===== config.mk =====
export PLATFORM = sky130hd
export DESIGN_NAME = uefc_core
export DESIGN_NICKNAME = d
export VERILOG_FILES = /design/src/uefc_pkg.sv /design/src/uefc_core.sv
export SDC_FILE = /design/constraint.sdc
export NUM_CORES = 1
export LEC_CHECK = 0
export BUFFER_PORTS_ARGS = -buffer_cell sky130_fd_sc_hd__buf_2
export CORE_AREA = 2 2 86 88
export CTS_CLUSTER_SIZE = 10
export DETAILED_ROUTE_END_ITERATION = 6
export DIE_AREA = 0 0 88 90
export GPL_TIMING_DRIVEN = 0
export HOLD_SLACK_MARGIN = 0.08
export PLACE_DENSITY_LB_ADDON = 0.08
export SYNTH_ARGS = -nofsm -noshare
export SYNTH_HDL_FRONTEND = slang
export SYNTH_SLANG_ARGS = --single-unit
export TNS_END_PERCENT = 20

===== constraint.sdc =====
create_clock -name CLOCK -period 8 [get_ports CLOCK]
set_input_delay 1.6 -clock CLOCK [delete_from_list [all_inputs] [get_ports CLOCK]]
set_output_delay 1.6 -clock CLOCK [all_outputs]
set_load 0.02 [all_outputs]

===== src/uefc_pkg.sv =====
// Function
// - scratch byte is plain read/write storage, kept in sleep, resets to FF.
// - feature bits 7:6 pick trigger table; tables A-C throttle at next levels.
// - feature bit 5 enables RS-485 direction control, overriding auto request throttling.
// - without direction control, transmit interrupt follows holding register empty.
// - direction output falls after last stop bit leaves the shift register.
// - direction output rises when a byte is written, before the start bit.
// - with direction control, transmit interrupt follows shift register empty.
// - direction output holds when only a flow-control character is sent.
// - feature bit 4 inverts the infrared receive input when set.
// - hysteresis field applies only with table D; zero means next trigger level.
// - codes 0-7 give 0,4,6,8,8,16,24,32; codes 12-15 give 12,20,28,36.
// - codes 8-11 give 40,44,48,52 characters around the trigger.
// - enhanced bits 3:0 select single or dual flow-control characters.
// - enhanced bit 7 halts transmit while the selected clear input is high.
// - enhanced bit 6 interrupts at trigger and raises request at upper level.
// - request output returns low when level falls below the lower level.
// - request output must be driven low first before throttling takes effect.
// - without hardware flow control, request pin is a software output.
// - enhanced bit 5 compares received chars with second pause char, sets status bit 2.
// - with second pair compared, second pause char is not stored, raises both interrupts.
// - enhanced bit 4 gates writes to enhanced bits 7:5; clearing it locks them.
// - modem control bit 2 picks CTS/RTS at 0, DSR/DTR at 1.
// Purpose: constants of the enhanced feature and flow-control block
// Assumes: classic wishbone, 32-bit data, byte-wide registers in low lanes
// Notes: none
package uefc_pkg;
	localparam logic [3:0] UEFC_ADDR_SCRATCH = 4'h0;
	localparam logic [3:0] UEFC_ADDR_FEATURE = 4'h4;
	localparam logic [3:0] UEFC_ADDR_ENHANCED = 4'h8;
	localparam logic [3:0] UEFC_ADDR_STATUS = 4'hC;
	localparam logic [7:0] UEFC_SCRATCH_RST = 8'hFF;
	localparam logic [7:0] UEFC_FEATURE_RST = 8'h00;
	localparam logic [7:0] UEFC_ENHANCED_RST = 8'h00;
	localparam int UEFC_FC_TABLE_HI = 7;
	localparam int UEFC_FC_TABLE_LO = 6;
	localparam int UEFC_FC_DIR_EN = 5;
	localparam int UEFC_FC_IR_INV = 4;
	localparam int UEFC_EF_AUTO_CLR = 7;
	localparam int UEFC_EF_AUTO_REQ = 6;
	localparam int UEFC_EF_SPECIAL = 5;
	localparam int UEFC_EF_WR_EN = 4;
	localparam logic [1:0] UEFC_TABLE_D = 2'h3;
	localparam logic [1:0] UEFC_RX_PAIR1 = 2'h2;
	localparam logic [1:0] UEFC_RX_PAIR2 = 2'h1;
	localparam logic [7:0] UEFC_LEVEL_MAX = 8'hFF;
	typedef enum logic [1:0] {UEFC_DIR_IDLE, UEFC_DIR_SEND, UEFC_DIR_DRAIN} uefc_dir_t;
endpackage


===== src/uefc_core.sv =====
// Purpose: enhanced feature, flow-control and direction logic of one UART channel
// Assumes: fifo levels, triggers and shifter status come from the channel core
// Notes: request/clear pins are active low as levels on RTS_N, DTR_N, CTS_N, DSR_N
//
// Implementation choices: the register addresses and the Wishbone register port.
`timescale 1ns/1ps
module uefc_core (
	input wire logic CLOCK,
	input wire logic RST_N,
	input wire logic [3:2] WB_ADR_I,
	input wire logic [31:0] WB_DAT_I,
	output logic [31:0] WB_DAT_O,
	input wire logic [3:0] WB_SEL_I,
	input wire logic WB_WE_I,
	input wire logic WB_CYC_I,
	input wire logic WB_STB_I,
	output logic WB_ACK_O,
	input wire logic [7:0] RX_LEVEL,
	input wire logic [7:0] RX_TRIGGER,
	input wire logic [7:0] RX_NEXT_UPPER,
	input wire logic [7:0] RX_NEXT_LOWER,
	input wire logic THR_WRITE,
	input wire logic THR_EMPTY,
	input wire logic TSR_EMPTY,
	input wire logic FLOW_CHAR_ONLY,
	input wire logic RX_CHAR_VALID,
	input wire logic [7:0] RX_CHAR,
	input wire logic [7:0] SECOND_PAUSE_CHAR,
	input wire logic MCR_SELECT_DTR,
	input wire logic MCR_REQ_SW,
	input wire logic MCR_TERM_SW,
	input wire logic CTS_N,
	input wire logic DSR_N,
	input wire logic IR_RX,
	output logic IR_RX_DECODED,
	output logic TX_HALT,
	output logic TX_INT,
	output logic RX_TRIG_INT,
	output logic SPECIAL_INT,
	output logic PAUSE_INT,
	output logic RX_STORE,
	output logic RTS_N,
	output logic DTR_N
);
	logic [7:0] scratch_reg;
	logic [7:0] feature_reg;
	logic [7:0] enhanced_reg;
	logic ack_reg;
	logic [31:0] rdata_reg;
	logic throttle_reg;
	logic special_reg;
	logic pause_reg;
	logic store_reg;
	logic dir_out_reg;
	uefc_pkg::uefc_dir_t dir_reg;
	uefc_pkg::uefc_dir_t dir_next;
	logic txint_reg;
	logic halt_reg;

	function automatic logic [5:0] hyst_of(input logic [3:0] code);
		case (code)
			4'h0: hyst_of = 6'h00;
			4'h1: hyst_of = 6'h04;
			4'h2: hyst_of = 6'h06;
			4'h3: hyst_of = 6'h08;
			4'h4: hyst_of = 6'h08;
			4'h5: hyst_of = 6'h10;
			4'h6: hyst_of = 6'h18;
			4'h7: hyst_of = 6'h20;
			4'h8: hyst_of = 6'h28;
			4'h9: hyst_of = 6'h2C;
			4'hA: hyst_of = 6'h30;
			4'hB: hyst_of = 6'h34;
			4'hC: hyst_of = 6'h0C;
			4'hD: hyst_of = 6'h14;
			4'hE: hyst_of = 6'h1C;
			default: hyst_of = 6'h24;
		endcase
	endfunction

	// bus decode
	wire bus_req = WB_CYC_I && WB_STB_I && !ack_reg;
	// write commits on the edge at which the master sees ack, not on the taking edge
	wire wr_lane0 = WB_CYC_I && WB_STB_I && ack_reg && WB_WE_I && WB_SEL_I[0];
	wire [3:0] byte_addr = {WB_ADR_I, 2'b00};
	wire hit_scratch = byte_addr == uefc_pkg::UEFC_ADDR_SCRATCH;
	wire hit_feature = byte_addr == uefc_pkg::UEFC_ADDR_FEATURE;
	wire hit_enhanced = byte_addr == uefc_pkg::UEFC_ADDR_ENHANCED;
	wire hit_status = byte_addr == uefc_pkg::UEFC_ADDR_STATUS;
	wire wr_en_bits = enhanced_reg[uefc_pkg::UEFC_EF_WR_EN];
	wire [7:0] wdat = WB_DAT_I[7:0];

	// mode decode
	wire dir_en = feature_reg[uefc_pkg::UEFC_FC_DIR_EN];
	wire [1:0] table_sel = feature_reg[uefc_pkg::UEFC_FC_TABLE_HI:uefc_pkg::UEFC_FC_TABLE_LO];
	wire [3:0] hyst_code = feature_reg[3:0];
	wire use_hyst = (table_sel == uefc_pkg::UEFC_TABLE_D) && (hyst_code != 4'h0);
	wire [5:0] hyst = hyst_of(hyst_code);
	wire [8:0] up_sum = {1'b0, RX_TRIGGER} + {3'b000, hyst};
	wire [7:0] up_hyst = up_sum[8] ? uefc_pkg::UEFC_LEVEL_MAX : up_sum[7:0];
	wire [8:0] lo_dif = {1'b0, RX_TRIGGER} - {3'b000, hyst};
	wire [7:0] lo_hyst = lo_dif[8] ? 8'h00 : lo_dif[7:0];
	wire [7:0] up_level = use_hyst ? up_hyst : RX_NEXT_UPPER;
	wire [7:0] lo_level = use_hyst ? lo_hyst : RX_NEXT_LOWER;
	wire auto_req = enhanced_reg[uefc_pkg::UEFC_EF_AUTO_REQ] && !dir_en;
	wire req_sw_low = MCR_SELECT_DTR ? MCR_TERM_SW : MCR_REQ_SW;
	wire throttle_set = RX_LEVEL >= up_level;
	wire throttle_clr = RX_LEVEL < lo_level;
	wire clear_in_n = MCR_SELECT_DTR ? DSR_N : CTS_N;
	wire special_en = enhanced_reg[uefc_pkg::UEFC_EF_SPECIAL];
	wire char_match = RX_CHAR_VALID && (RX_CHAR == SECOND_PAUSE_CHAR);
	wire rx_pair2 = enhanced_reg[1:0] == uefc_pkg::UEFC_RX_PAIR2;
	wire hit_special = special_en && char_match;
	wire swallow = hit_special && rx_pair2;
	wire flow_on = enhanced_reg[3:0] != 4'h0;
	wire dir_hold = flow_on && FLOW_CHAR_ONLY && THR_EMPTY;
	wire req_out_high = dir_en ? dir_out_reg : (auto_req ? throttle_reg : 1'b0);
	// request pin high until software drives it low; throttle or direction output lifts it
	wire req_pin_n = !req_sw_low || req_out_high;
	wire [31:0] rd_mux = hit_scratch ? {24'h000000, scratch_reg} :
		hit_feature ? {24'h000000, feature_reg} :
		hit_enhanced ? {24'h000000, enhanced_reg} :
		hit_status ? {24'h000000, 2'b00, dir_reg == uefc_pkg::UEFC_DIR_IDLE, halt_reg,
			throttle_reg, special_reg, pause_reg, dir_out_reg} : 32'h00000000;

	always_ff @(posedge CLOCK) begin
		if (!RST_N) begin
			ack_reg <= 1'b0;
			rdata_reg <= 32'h00000000;
		end else begin
			ack_reg <= bus_req;
			rdata_reg <= bus_req ? rd_mux : rdata_reg;
		end
	end

	// sleep does not touch this register, only reset
	always_ff @(posedge CLOCK) begin
		if (!RST_N)
			scratch_reg <= uefc_pkg::UEFC_SCRATCH_RST;
		else if (wr_lane0 && hit_scratch)
			scratch_reg <= wdat;
	end

	always_ff @(posedge CLOCK) begin
		if (!RST_N)
			feature_reg <= uefc_pkg::UEFC_FEATURE_RST;
		else if (wr_lane0 && hit_feature)
			feature_reg <= wdat;
	end

	// bits 7:5 locked while the write enable is clear; flow select always writable
	always_ff @(posedge CLOCK) begin
		if (!RST_N)
			enhanced_reg <= uefc_pkg::UEFC_ENHANCED_RST;
		else if (wr_lane0 && hit_enhanced && wr_en_bits)
			enhanced_reg <= wdat;
		else if (wr_lane0 && hit_enhanced)
			enhanced_reg <= {enhanced_reg[7:5], wdat[uefc_pkg::UEFC_EF_WR_EN], wdat[3:0]};
	end

	// throttle with hysteresis; hold between levels
	always_ff @(posedge CLOCK) begin
		if (!RST_N)
			throttle_reg <= 1'b0;
		else if (!auto_req || !req_sw_low)
			throttle_reg <= 1'b0;
		else if (throttle_set)
			throttle_reg <= 1'b1;
		else if (throttle_clr)
			throttle_reg <= 1'b0;
	end

	always_comb begin
		dir_next = dir_reg;
		case (dir_reg)
			uefc_pkg::UEFC_DIR_IDLE: if (THR_WRITE) dir_next = uefc_pkg::UEFC_DIR_SEND;
			uefc_pkg::UEFC_DIR_SEND: if (THR_EMPTY) dir_next = uefc_pkg::UEFC_DIR_DRAIN;
			uefc_pkg::UEFC_DIR_DRAIN: begin
				if (THR_WRITE)
					dir_next = uefc_pkg::UEFC_DIR_SEND;
				else if (TSR_EMPTY)
					dir_next = uefc_pkg::UEFC_DIR_IDLE;
			end
			default: dir_next = uefc_pkg::UEFC_DIR_IDLE;
		endcase
	end

	always_ff @(posedge CLOCK) begin
		if (!RST_N) begin
			dir_reg <= uefc_pkg::UEFC_DIR_IDLE;
			dir_out_reg <= 1'b0;
		end else begin
			dir_reg <= dir_next;
			if (!dir_en || dir_hold)
				dir_out_reg <= dir_out_reg && dir_en;
			else if (THR_WRITE)
				dir_out_reg <= 1'b1;
			else if (dir_next == uefc_pkg::UEFC_DIR_IDLE)
				dir_out_reg <= 1'b0;
		end
	end

	always_ff @(posedge CLOCK) begin
		if (!RST_N) begin
			txint_reg <= 1'b0;
			halt_reg <= 1'b0;
			special_reg <= 1'b0;
			pause_reg <= 1'b0;
			store_reg <= 1'b0;
		end else begin
			txint_reg <= dir_en ? TSR_EMPTY : THR_EMPTY;
			halt_reg <= enhanced_reg[uefc_pkg::UEFC_EF_AUTO_CLR] && clear_in_n;
			special_reg <= hit_special;
			pause_reg <= swallow;
			store_reg <= RX_CHAR_VALID && !swallow;
		end
	end

	assign WB_ACK_O = ack_reg;
	assign WB_DAT_O = rdata_reg;
	assign IR_RX_DECODED = feature_reg[uefc_pkg::UEFC_FC_IR_INV] ? !IR_RX : IR_RX;
	assign TX_HALT = halt_reg;
	assign TX_INT = txint_reg;
	assign RX_TRIG_INT = enhanced_reg[uefc_pkg::UEFC_EF_AUTO_REQ] && (RX_LEVEL >= RX_TRIGGER);
	assign SPECIAL_INT = special_reg;
	assign PAUSE_INT = pause_reg;
	assign RX_STORE = store_reg;
	// unselected pin stays a plain software output
	assign RTS_N = MCR_SELECT_DTR ? !MCR_REQ_SW : req_pin_n;
	assign DTR_N = MCR_SELECT_DTR ? req_pin_n : !MCR_TERM_SW;

	ack_one_a: assert property (@(posedge CLOCK) disable iff (!RST_N)
		WB_ACK_O |=> !WB_ACK_O) else $error("ack held two cycles");
	scratch_wr_a: assert property (@(posedge CLOCK) disable iff (!RST_N)
		wr_lane0 && hit_scratch |=> scratch_reg == $past(wdat)) else $error("scratch lost");
	dir_rise_a: assert property (@(posedge CLOCK) disable iff (!RST_N)
		dir_en && THR_WRITE && !dir_hold |=> dir_out_reg) else $error("dir not raised");
	dir_off_a: assert property (@(posedge CLOCK) disable iff (!RST_N)
		!dir_en |=> !dir_out_reg) else $error("dir active while disabled");
	halt_follow_a: assert property (@(posedge CLOCK) disable iff (!RST_N)
		enhanced_reg[uefc_pkg::UEFC_EF_AUTO_CLR] && clear_in_n |=> TX_HALT) else $error("no halt");
	throttle_up_a: assert property (@(posedge CLOCK) disable iff (!RST_N)
		auto_req && req_sw_low && throttle_set |=> throttle_reg) else $error("no throttle");
	throttle_gate_a: assert property (@(posedge CLOCK) disable iff (!RST_N)
		!req_sw_low |=> !throttle_reg) else $error("throttle before assert");
	swallow_a: assert property (@(posedge CLOCK) disable iff (!RST_N)
		swallow |=> !RX_STORE && PAUSE_INT && SPECIAL_INT) else $error("second_pause_char stored");
	txint_a: assert property (@(posedge CLOCK) disable iff (!RST_N)
		dir_en && !TSR_EMPTY |=> !TX_INT) else $error("tx int early");

	// bus answer and read data
	ack_after_a: assert property (@(posedge CLOCK) disable iff (!RST_N)
		bus_req
		|=> WB_ACK_O) else $error("request not acked");

	ack_only_a: assert property (@(posedge CLOCK) disable iff (!RST_N)
		!bus_req
		|=> !WB_ACK_O) else $error("ack without request");

	rdata_hold_a: assert property (@(posedge CLOCK) disable iff (!RST_N)
		!bus_req
		|=> $stable(WB_DAT_O)) else $error("read data moved");

	// register reset values, checked while reset is held; register writes, lock and hold
	scratch_rst_a: assert property (@(posedge CLOCK)
		!RST_N
		|=> scratch_reg == uefc_pkg::UEFC_SCRATCH_RST) else $error("scratch reset");

	feature_rst_a: assert property (@(posedge CLOCK)
		!RST_N
		|=> feature_reg == uefc_pkg::UEFC_FEATURE_RST) else $error("feature reset");

	enh_rst_a: assert property (@(posedge CLOCK)
		!RST_N
		|=> enhanced_reg == uefc_pkg::UEFC_ENHANCED_RST) else $error("enhanced reset");

	scratch_keep_a: assert property (@(posedge CLOCK) disable iff (!RST_N)
		!(wr_lane0 && hit_scratch)
		|=> $stable(scratch_reg)) else $error("scratch changed");

	feature_wr_a: assert property (@(posedge CLOCK) disable iff (!RST_N)
		wr_lane0 && hit_feature
		|=> feature_reg == $past(wdat)) else $error("feature not written");

	feature_keep_a: assert property (@(posedge CLOCK) disable iff (!RST_N)
		!(wr_lane0 && hit_feature)
		|=> $stable(feature_reg)) else $error("feature changed");

	enh_open_a: assert property (@(posedge CLOCK) disable iff (!RST_N)
		wr_lane0 && hit_enhanced && wr_en_bits
		|=> enhanced_reg == $past(wdat)) else $error("enhanced not written");

	enh_lock_a: assert property (@(posedge CLOCK) disable iff (!RST_N)
		wr_lane0 && hit_enhanced && !wr_en_bits
		|=> enhanced_reg[7:5] == $past(enhanced_reg[7:5])) else $error("locked bits moved");

	flow_sel_a: assert property (@(posedge CLOCK) disable iff (!RST_N)
		wr_lane0 && hit_enhanced
		|=> enhanced_reg[3:0] == $past(wdat[3:0])) else $error("flow select lost");

	enh_keep_a: assert property (@(posedge CLOCK) disable iff (!RST_N)
		!(wr_lane0 && hit_enhanced)
		|=> $stable(enhanced_reg)) else $error("enhanced changed");

	// direction output
	dir_fall_a: assert property (@(posedge CLOCK) disable iff (!RST_N)
		dir_en && !dir_hold && !THR_WRITE && dir_next == uefc_pkg::UEFC_DIR_IDLE
		|=> !dir_out_reg) else $error("dir not released");

	dir_hold_a: assert property (@(posedge CLOCK) disable iff (!RST_N)
		dir_en && dir_hold
		|=> dir_out_reg == $past(dir_out_reg)) else $error("dir moved on flow char");

	req_pin_dir_a: assert property (@(posedge CLOCK) disable iff (!RST_N)
		dir_en && req_sw_low
		|-> req_pin_n == dir_out_reg) else $error("dir pin wrong");

	dir_over_a: assert property (@(posedge CLOCK) disable iff (!RST_N)
		dir_en
		|=> !throttle_reg) else $error("throttle under dir control");

	// transmit interrupt source and halt
	txint_thr_a: assert property (@(posedge CLOCK) disable iff (!RST_N)
		!dir_en
		|=> TX_INT == $past(THR_EMPTY)) else $error("tx int not holding empty");

	txint_tsr_a: assert property (@(posedge CLOCK) disable iff (!RST_N)
		dir_en
		|=> TX_INT == $past(TSR_EMPTY)) else $error("tx int not shift empty");

	halt_release_a: assert property (@(posedge CLOCK) disable iff (!RST_N)
		!clear_in_n
		|=> !TX_HALT) else $error("halt while clear low");

	halt_off_a: assert property (@(posedge CLOCK) disable iff (!RST_N)
		!enhanced_reg[uefc_pkg::UEFC_EF_AUTO_CLR]
		|=> !TX_HALT) else $error("halt while disabled");

	// receive throttling
	throttle_down_a: assert property (@(posedge CLOCK) disable iff (!RST_N)
		auto_req && req_sw_low && !throttle_set && throttle_clr
		|=> !throttle_reg) else $error("throttle not released");

	throttle_hold_a: assert property (@(posedge CLOCK) disable iff (!RST_N)
		auto_req && req_sw_low && !throttle_set && !throttle_clr
		|=> throttle_reg == $past(throttle_reg)) else $error("throttle moved in band");

	hyst_next_a: assert property (@(posedge CLOCK) disable iff (!RST_N)
		!use_hyst
		|-> up_level == RX_NEXT_UPPER && lo_level == RX_NEXT_LOWER) else $error("hyst misuse");

	trig_int_a: assert property (@(posedge CLOCK) disable iff (!RST_N)
		enhanced_reg[uefc_pkg::UEFC_EF_AUTO_REQ] && RX_LEVEL >= RX_TRIGGER
		|-> RX_TRIG_INT) else $error("no trigger interrupt");

	// pins
	req_pin_sw_a: assert property (@(posedge CLOCK) disable iff (!RST_N)
		!auto_req && !dir_en
		|-> req_pin_n == !req_sw_low) else $error("pin not software");

	rts_sel_a: assert property (@(posedge CLOCK) disable iff (!RST_N)
		!MCR_SELECT_DTR
		|-> RTS_N == req_pin_n && DTR_N == !MCR_TERM_SW) else $error("rts pair wrong");

	dtr_sel_a: assert property (@(posedge CLOCK) disable iff (!RST_N)
		MCR_SELECT_DTR
		|-> DTR_N == req_pin_n && RTS_N == !MCR_REQ_SW) else $error("dtr pair wrong");

	ir_pol_a: assert property (@(posedge CLOCK) disable iff (!RST_N)
		IR_RX_DECODED == (IR_RX ^ feature_reg[uefc_pkg::UEFC_FC_IR_INV]))
		else $error("ir polarity");

	// special character path
	special_a: assert property (@(posedge CLOCK) disable iff (!RST_N)
		hit_special
		|=> SPECIAL_INT) else $error("special missed");

	special_none_a: assert property (@(posedge CLOCK) disable iff (!RST_N)
		!hit_special
		|=> !SPECIAL_INT) else $error("false special");

	store_a: assert property (@(posedge CLOCK) disable iff (!RST_N)
		RX_CHAR_VALID && !swallow
		|=> RX_STORE) else $error("char not stored");

	store_idle_a: assert property (@(posedge CLOCK) disable iff (!RST_N)
		!RX_CHAR_VALID
		|=> !RX_STORE) else $error("store without char");

	cov_dir_c: cover property (@(posedge CLOCK) dir_out_reg ##[1:50] !dir_out_reg);
	cov_thr_c: cover property (@(posedge CLOCK) throttle_reg ##[1:50] !throttle_reg);
	cov_spec_c: cover property (@(posedge CLOCK) SPECIAL_INT);
	cov_swal_c: cover property (@(posedge CLOCK) swallow);
	cov_halt_c: cover property (@(posedge CLOCK) TX_HALT ##[1:20] !TX_HALT);
endmodule


### Word-level counts from Yosys, hierarchy flattened

Memory sizes are Yosys's and may differ from the RTL's. A register that Yosys moved wholly into a read port is not among the register bits.
Index checks and enable logic that the tools add are counted.

| storage, ports and cells | value |
|---|---|
| flip-flop bits (word level) | 66 |
| ROM bits | 80 |
| bits of input ports | 102 |
| memories | 1 |

Memory list:

| memory | depth | width | read ports | clocked after Yosys merged registers in | wr ports | RTL line | RTL |
|---|---|---|---|---|---|---|---|
| (name not given) | 16 | 5 | 1 | 1 | 0 | uefc_core.sv:61 | `case (code)` |

| operators by class | value |
|---|---|
| add/subtract/negate cells | 2 |
| magnitude comparators | 3 |
| equal/unequal tests | 8 |
| mux-type cells | 30 |
| bitwise gates (word level) | 1 |
| reduce and logical (&&, ||, !) cells | 40 |

Operators with widths:

| operator | count |
|---|---|
| $mux 8 | 8 |
| $logic_and 1x1->1 | 20 |
| $ge 8x8->1 | 2 |
| $mux 1 | 13 |
| $add 8x6->9 | 1 |
| $sub 8x6->9 | 1 |
| $eq 2x2->1 const B | 4 |
| $eq 8x8->1 | 1 |
| $logic_not 1->1 | 8 |
| $lt 8x8->1 | 1 |
| $mux 2 | 4 |
| $mux 4 | 2 |
| $reduce_bool 4->1 | 2 |
| $eq 2x1->1 const B | 3 |
| $mux 6 | 1 |
| $pmux 2 s3 | 1 |
| $mux 5 | 1 |
| $logic_not 2->1 | 2 |
| $logic_not 4->1 | 1 |
| $reduce_bool 2->1 | 2 |
| $logic_or 1x1->1 | 3 |
| $reduce_bool 3->1 | 1 |
| $reduce_or 2->1 | 1 |
| $not 1->1 | 1 |

### Depth between registers and ports, before layout

| depth | value |
|---|---|
| depth after elaboration | 7 |
| depth in mapped cells | 14 |

### Worst setup path after synthesis

OpenSTA, ideal clock, no wires.

| timing path | value |
|---|---|
| path kind | input port to output port |
| start point | input port RX_LEVEL[0] |
| end point | output port RX_TRIG_INT |
| arrival time | 2.714 ns |
| data required time | 6.400 ns |
| setup slack | 3.686 ns |
| stages | 7 |
| cell sequence | inv_1 -> ha_1 -> nand2b_1 -> a21o_1 -> a211oi_1 -> o21ai_0 -> o211a_1 |

| between the ends | value |
|---|---|
| longest elaborated chain between the ends | 2 |

RTL lines:

| item | RTL line | RTL |
|---|---|---|
| start: declaration | uefc_core.sv:18 | `input wire logic [7:0] RX_LEVEL,` |
| $ge 8x8->1 | uefc_core.sv:224 | `assign RX_TRIG_INT = enhanced_reg[uefc_pkg::UEFC_EF_AUTO_REQ] && (RX_LEVEL >= RX_TRIGGER);` |
| $logic_and 1x1->1 | uefc_core.sv:224 |  |
| end: declaration | uefc_core.sv:38 | `output logic RX_TRIG_INT,` |

No other way between the ends.

### Worst setup path in the final report

Same ends and word-level chain as after synthesis.

==> run_results.csv <==
group,metric,value,unit
finish,layout_commonest_cell,"buf_2",
sta,fmax,215,MHz
global_routing,grt_max_degree,16,
route,wl_met1,4.03,mm
sta,holdWs,463,ps
yosys,netlist_area,3620,µm²
clock_tree,cts_setup_buffers,0,
global_routing,grt.overflow.total,0,
floorplanning,core_area,7020,µm²
route,vias,3195,
sta,fin_setup_tns,0,ps
sta,post-route-min-period,4650,ps
critical_path,required,6400,ps
route,via_per_inst,5.18,
sta,finalHoldViolations,0,
power_and_ir_drop,p_leak,2.08,nW
floorplanning,start_util,51.5,%
global_routing,antenna_found_initial,0,
clock_tree,clock_tree.buffer_depth,2,
yosys,synthFlopType,"dfxtp_1",
min_path,hold_class,"reg2reg",
sta,fin_worst_skew,10.5,ps
finish,area_delta_synth_final,20.7,%
yosys,avgSynthCellArea,9.11,µm²
critical_path,r2r_slack,4480,ps
min_path,min_from,"enhanced_reg[7]",
critical_path,critical_path_arrival,3050,ps
clock_tree,numClockSinks,47,
outcome,status,"finished, final reports clean",
critical_path,critPathMaxFanout,4,
placed_design,io_buffers,90,
route,routed_wl,8.64,mm
power_and_ir_drop,ir_drop,0.0000855,V
clock_tree,post_cts_resize_count,0,
sta,worst_pin_slew,755,ps
power_and_ir_drop,power_density,116,nW/µm²
route,drcViolationCount,0,
yosys,yosys_warnings,0,
critical_path,worstSetupEndpointType,"output pin",
route,wl_met2,4.03,mm
floorplanning,rows,31,
sta,slew_headroom,49.3,%
critical_path,worstSetupStartpointType,"primary input",
clock_tree,cts_hold_buf,0,
finish,final_cell_mix,"buf_2 (96), dfxtp_1 (47), nand2_1 (43)",
critical_path,reg2regPathDepth,14,
clock_tree,cts_tree,"yes",
route,wl_met3,465,µm
critical_path,path_class,"in2out",
critical_path,crit_start,"RX_LEVEL[0]",
floorplanning,ios,144,
yosys,async_flop_share,0,%
sta,finalCritPeriodShare,58.1,%
clock_tree,clkTransAtPathRegs,100,ps
yosys,postSynthCellCount,397,
sta,finalSetupViolCount,0,
yosys,ys_seq_area_share,26.0,%
floorplanning,dieHeight,90,µm
placed_design,gp_congestion,0.850,
clock_tree,worst_skew_pair.late_latency,310,ps
finish,n_fill_cell,648,
global_routing,grt_use_total,22.0,%
critical_path,rr_endpoint,"throttle_reg",
floorplanning,fp.dieArea,7920,µm²
placed_design,hpwlAfterDp,7.11,mm
global_routing,grt_pass1_vias,3037,
critical_path,crit_path_end,"RX_TRIG_INT",
route,drt_first_pass_iters,4,
route,wire_per_inst,14.0,µm
finish,nets,655,
clock_tree,cts_made_buffers,5,
yosys,synth_cell_types,71,
yosys,ys_ff_latch,47,
sta,drv_slew,0,
finish,drive_gt1_share,28.4,%
finish,diodes,0,
global_routing,grt_pass1_wl,14.0,mm
route,detail-route-antenna-nets,0,
floorplanning,fp.dieW,88,µm
flow_run,maxCapViolations,0,
clock_tree,root_buffer,"clkbuf_8",
yosys,synth_edf_count,0,
sta,rsz0062_at_grt,"no",
clock_tree,cts_max_level,2,
critical_path,rr_startpoint,"hyst[5]",
route,top_layer_used,"met4",
route,drt_iter0_drc,120,
==> through the flow <==
stage / worst slack, ps / cells / util [%] / instance area [µm²] / power [mW]
after floorplan: 3690 / 420 / - / 3700 / 0.323
after global placement: 3150 / 609 / 61.0 / 4280 / 0.362
after detailed placement: 3110 / 609 / 61.0 / 4280 / 0.365
after CTS: 3350 / 617 / 62.2 / 4370 / 0.513
after global routing: 3260 / 617 / 62.2 / 4370 / 0.535
final: 3350 / 617 / 62.2 / 4370 / 0.509
==> routing by layer <==
layer	vias to the layer above	global-route usage (%)
li1	1623	-
met2	100	36.7
met3	11	3.76
met5	-	0
met1	1461	29.1
met4	0	5.64
==> power breakdown <==
| part | internal [mW] | switching, mW |
|---|---|---|
| Combinational | 0.0548 | 0.0663 |
| Clock | 0.0629 | 0.0858 |
| Sequential | 0.237 | 0.00192 |
| Total | 0.355 | 0.154 |
==> logic make-up after synthesis <==
family / count (synthesis) / synth area share, %
and+or+nand+nor: 117 / 18.2
AOI/OAI and AO/OA: 85 / 17.6
buffers and inverters: 64 / 9.96
DFF: 47 / 26.0
adders and majority gates: 36 / 12.9
muxes: 33 / 11.9
xor gates and xnor gates: 14 / 3.39
other: 1 / 0.104
==> synthesized netlist by cell type (2+ instances only) <==
library cell	count	area, µm²
dfxtp_1	47	941
nand2_1	43	161
ha_1	34	425
mux2i_1	25	250
buf_4	24	180
inv_1	23	86.3
nor2_1	14	52.6
nand3_1	13	65.1
a21oi_1	12	60.1
xnor2_1	12	105
a21boi_0	11	82.6
nor2b_1	10	62.6
a21o_1	7	52.6
o21ai_0	7	35.0
buf_2	6	30.0
clkbuf_1	6	22.5
o211ai_1	6	45.0
a22oi_1	5	37.5
mux4_1	5	131
nand2b_1	5	31.3
nor3_1	5	25.0
o2bb2ai_1	5	43.8
and2_1	4	25.0
nand4_1	4	25.0
a211oi_1	3	22.5
a31oi_1	3	18.8
buf_6	3	33.8
o211a_1	3	30.0
o21a_1	3	22.5
o21bai_1	3	22.5
fa_1	2	40.0
o2111ai_1	2	17.5
o22ai_1	2	12.5
o311a_1	2	20.0
xor2_1	2	17.5
==> area by class of cell <==
class                   instances  area, µm²  area share [%]
plain buffers                  40        270            6.19
flip-flops and latches         47        941            21.5
inverters                      24       90.1            2.06
clock inverters                 2       16.3           0.372
clock buffers                   6       72.6            1.66
multi-input cells             309       2400            55.0
repair buffers                 90        450            10.3
well taps                      99        124            2.84
==> critical path: stages <==
cell and delay (ps):
buf_2 100, inv_1 110, ha_1 240, nand2b_1 140, a21o_1 180, a211oi_1 260, o21ai_0 130, o211a_1 140
buf_2 160
==> worst min-delay path by stage <==
stage / endpoint / slack, ps / depth (start not counted)
final: TX_HALT / 460 / 2
after global routing: WB_DAT_O[0] / 490 / 2
after CTS: TX_HALT / 470 / 2
after detailed placement: scratch_reg[3] / 460 / 2
after global placement: TX_HALT / 440 / 2
after floorplan: TX_HALT / 430 / 2
(Power assumes the default switching activity.)
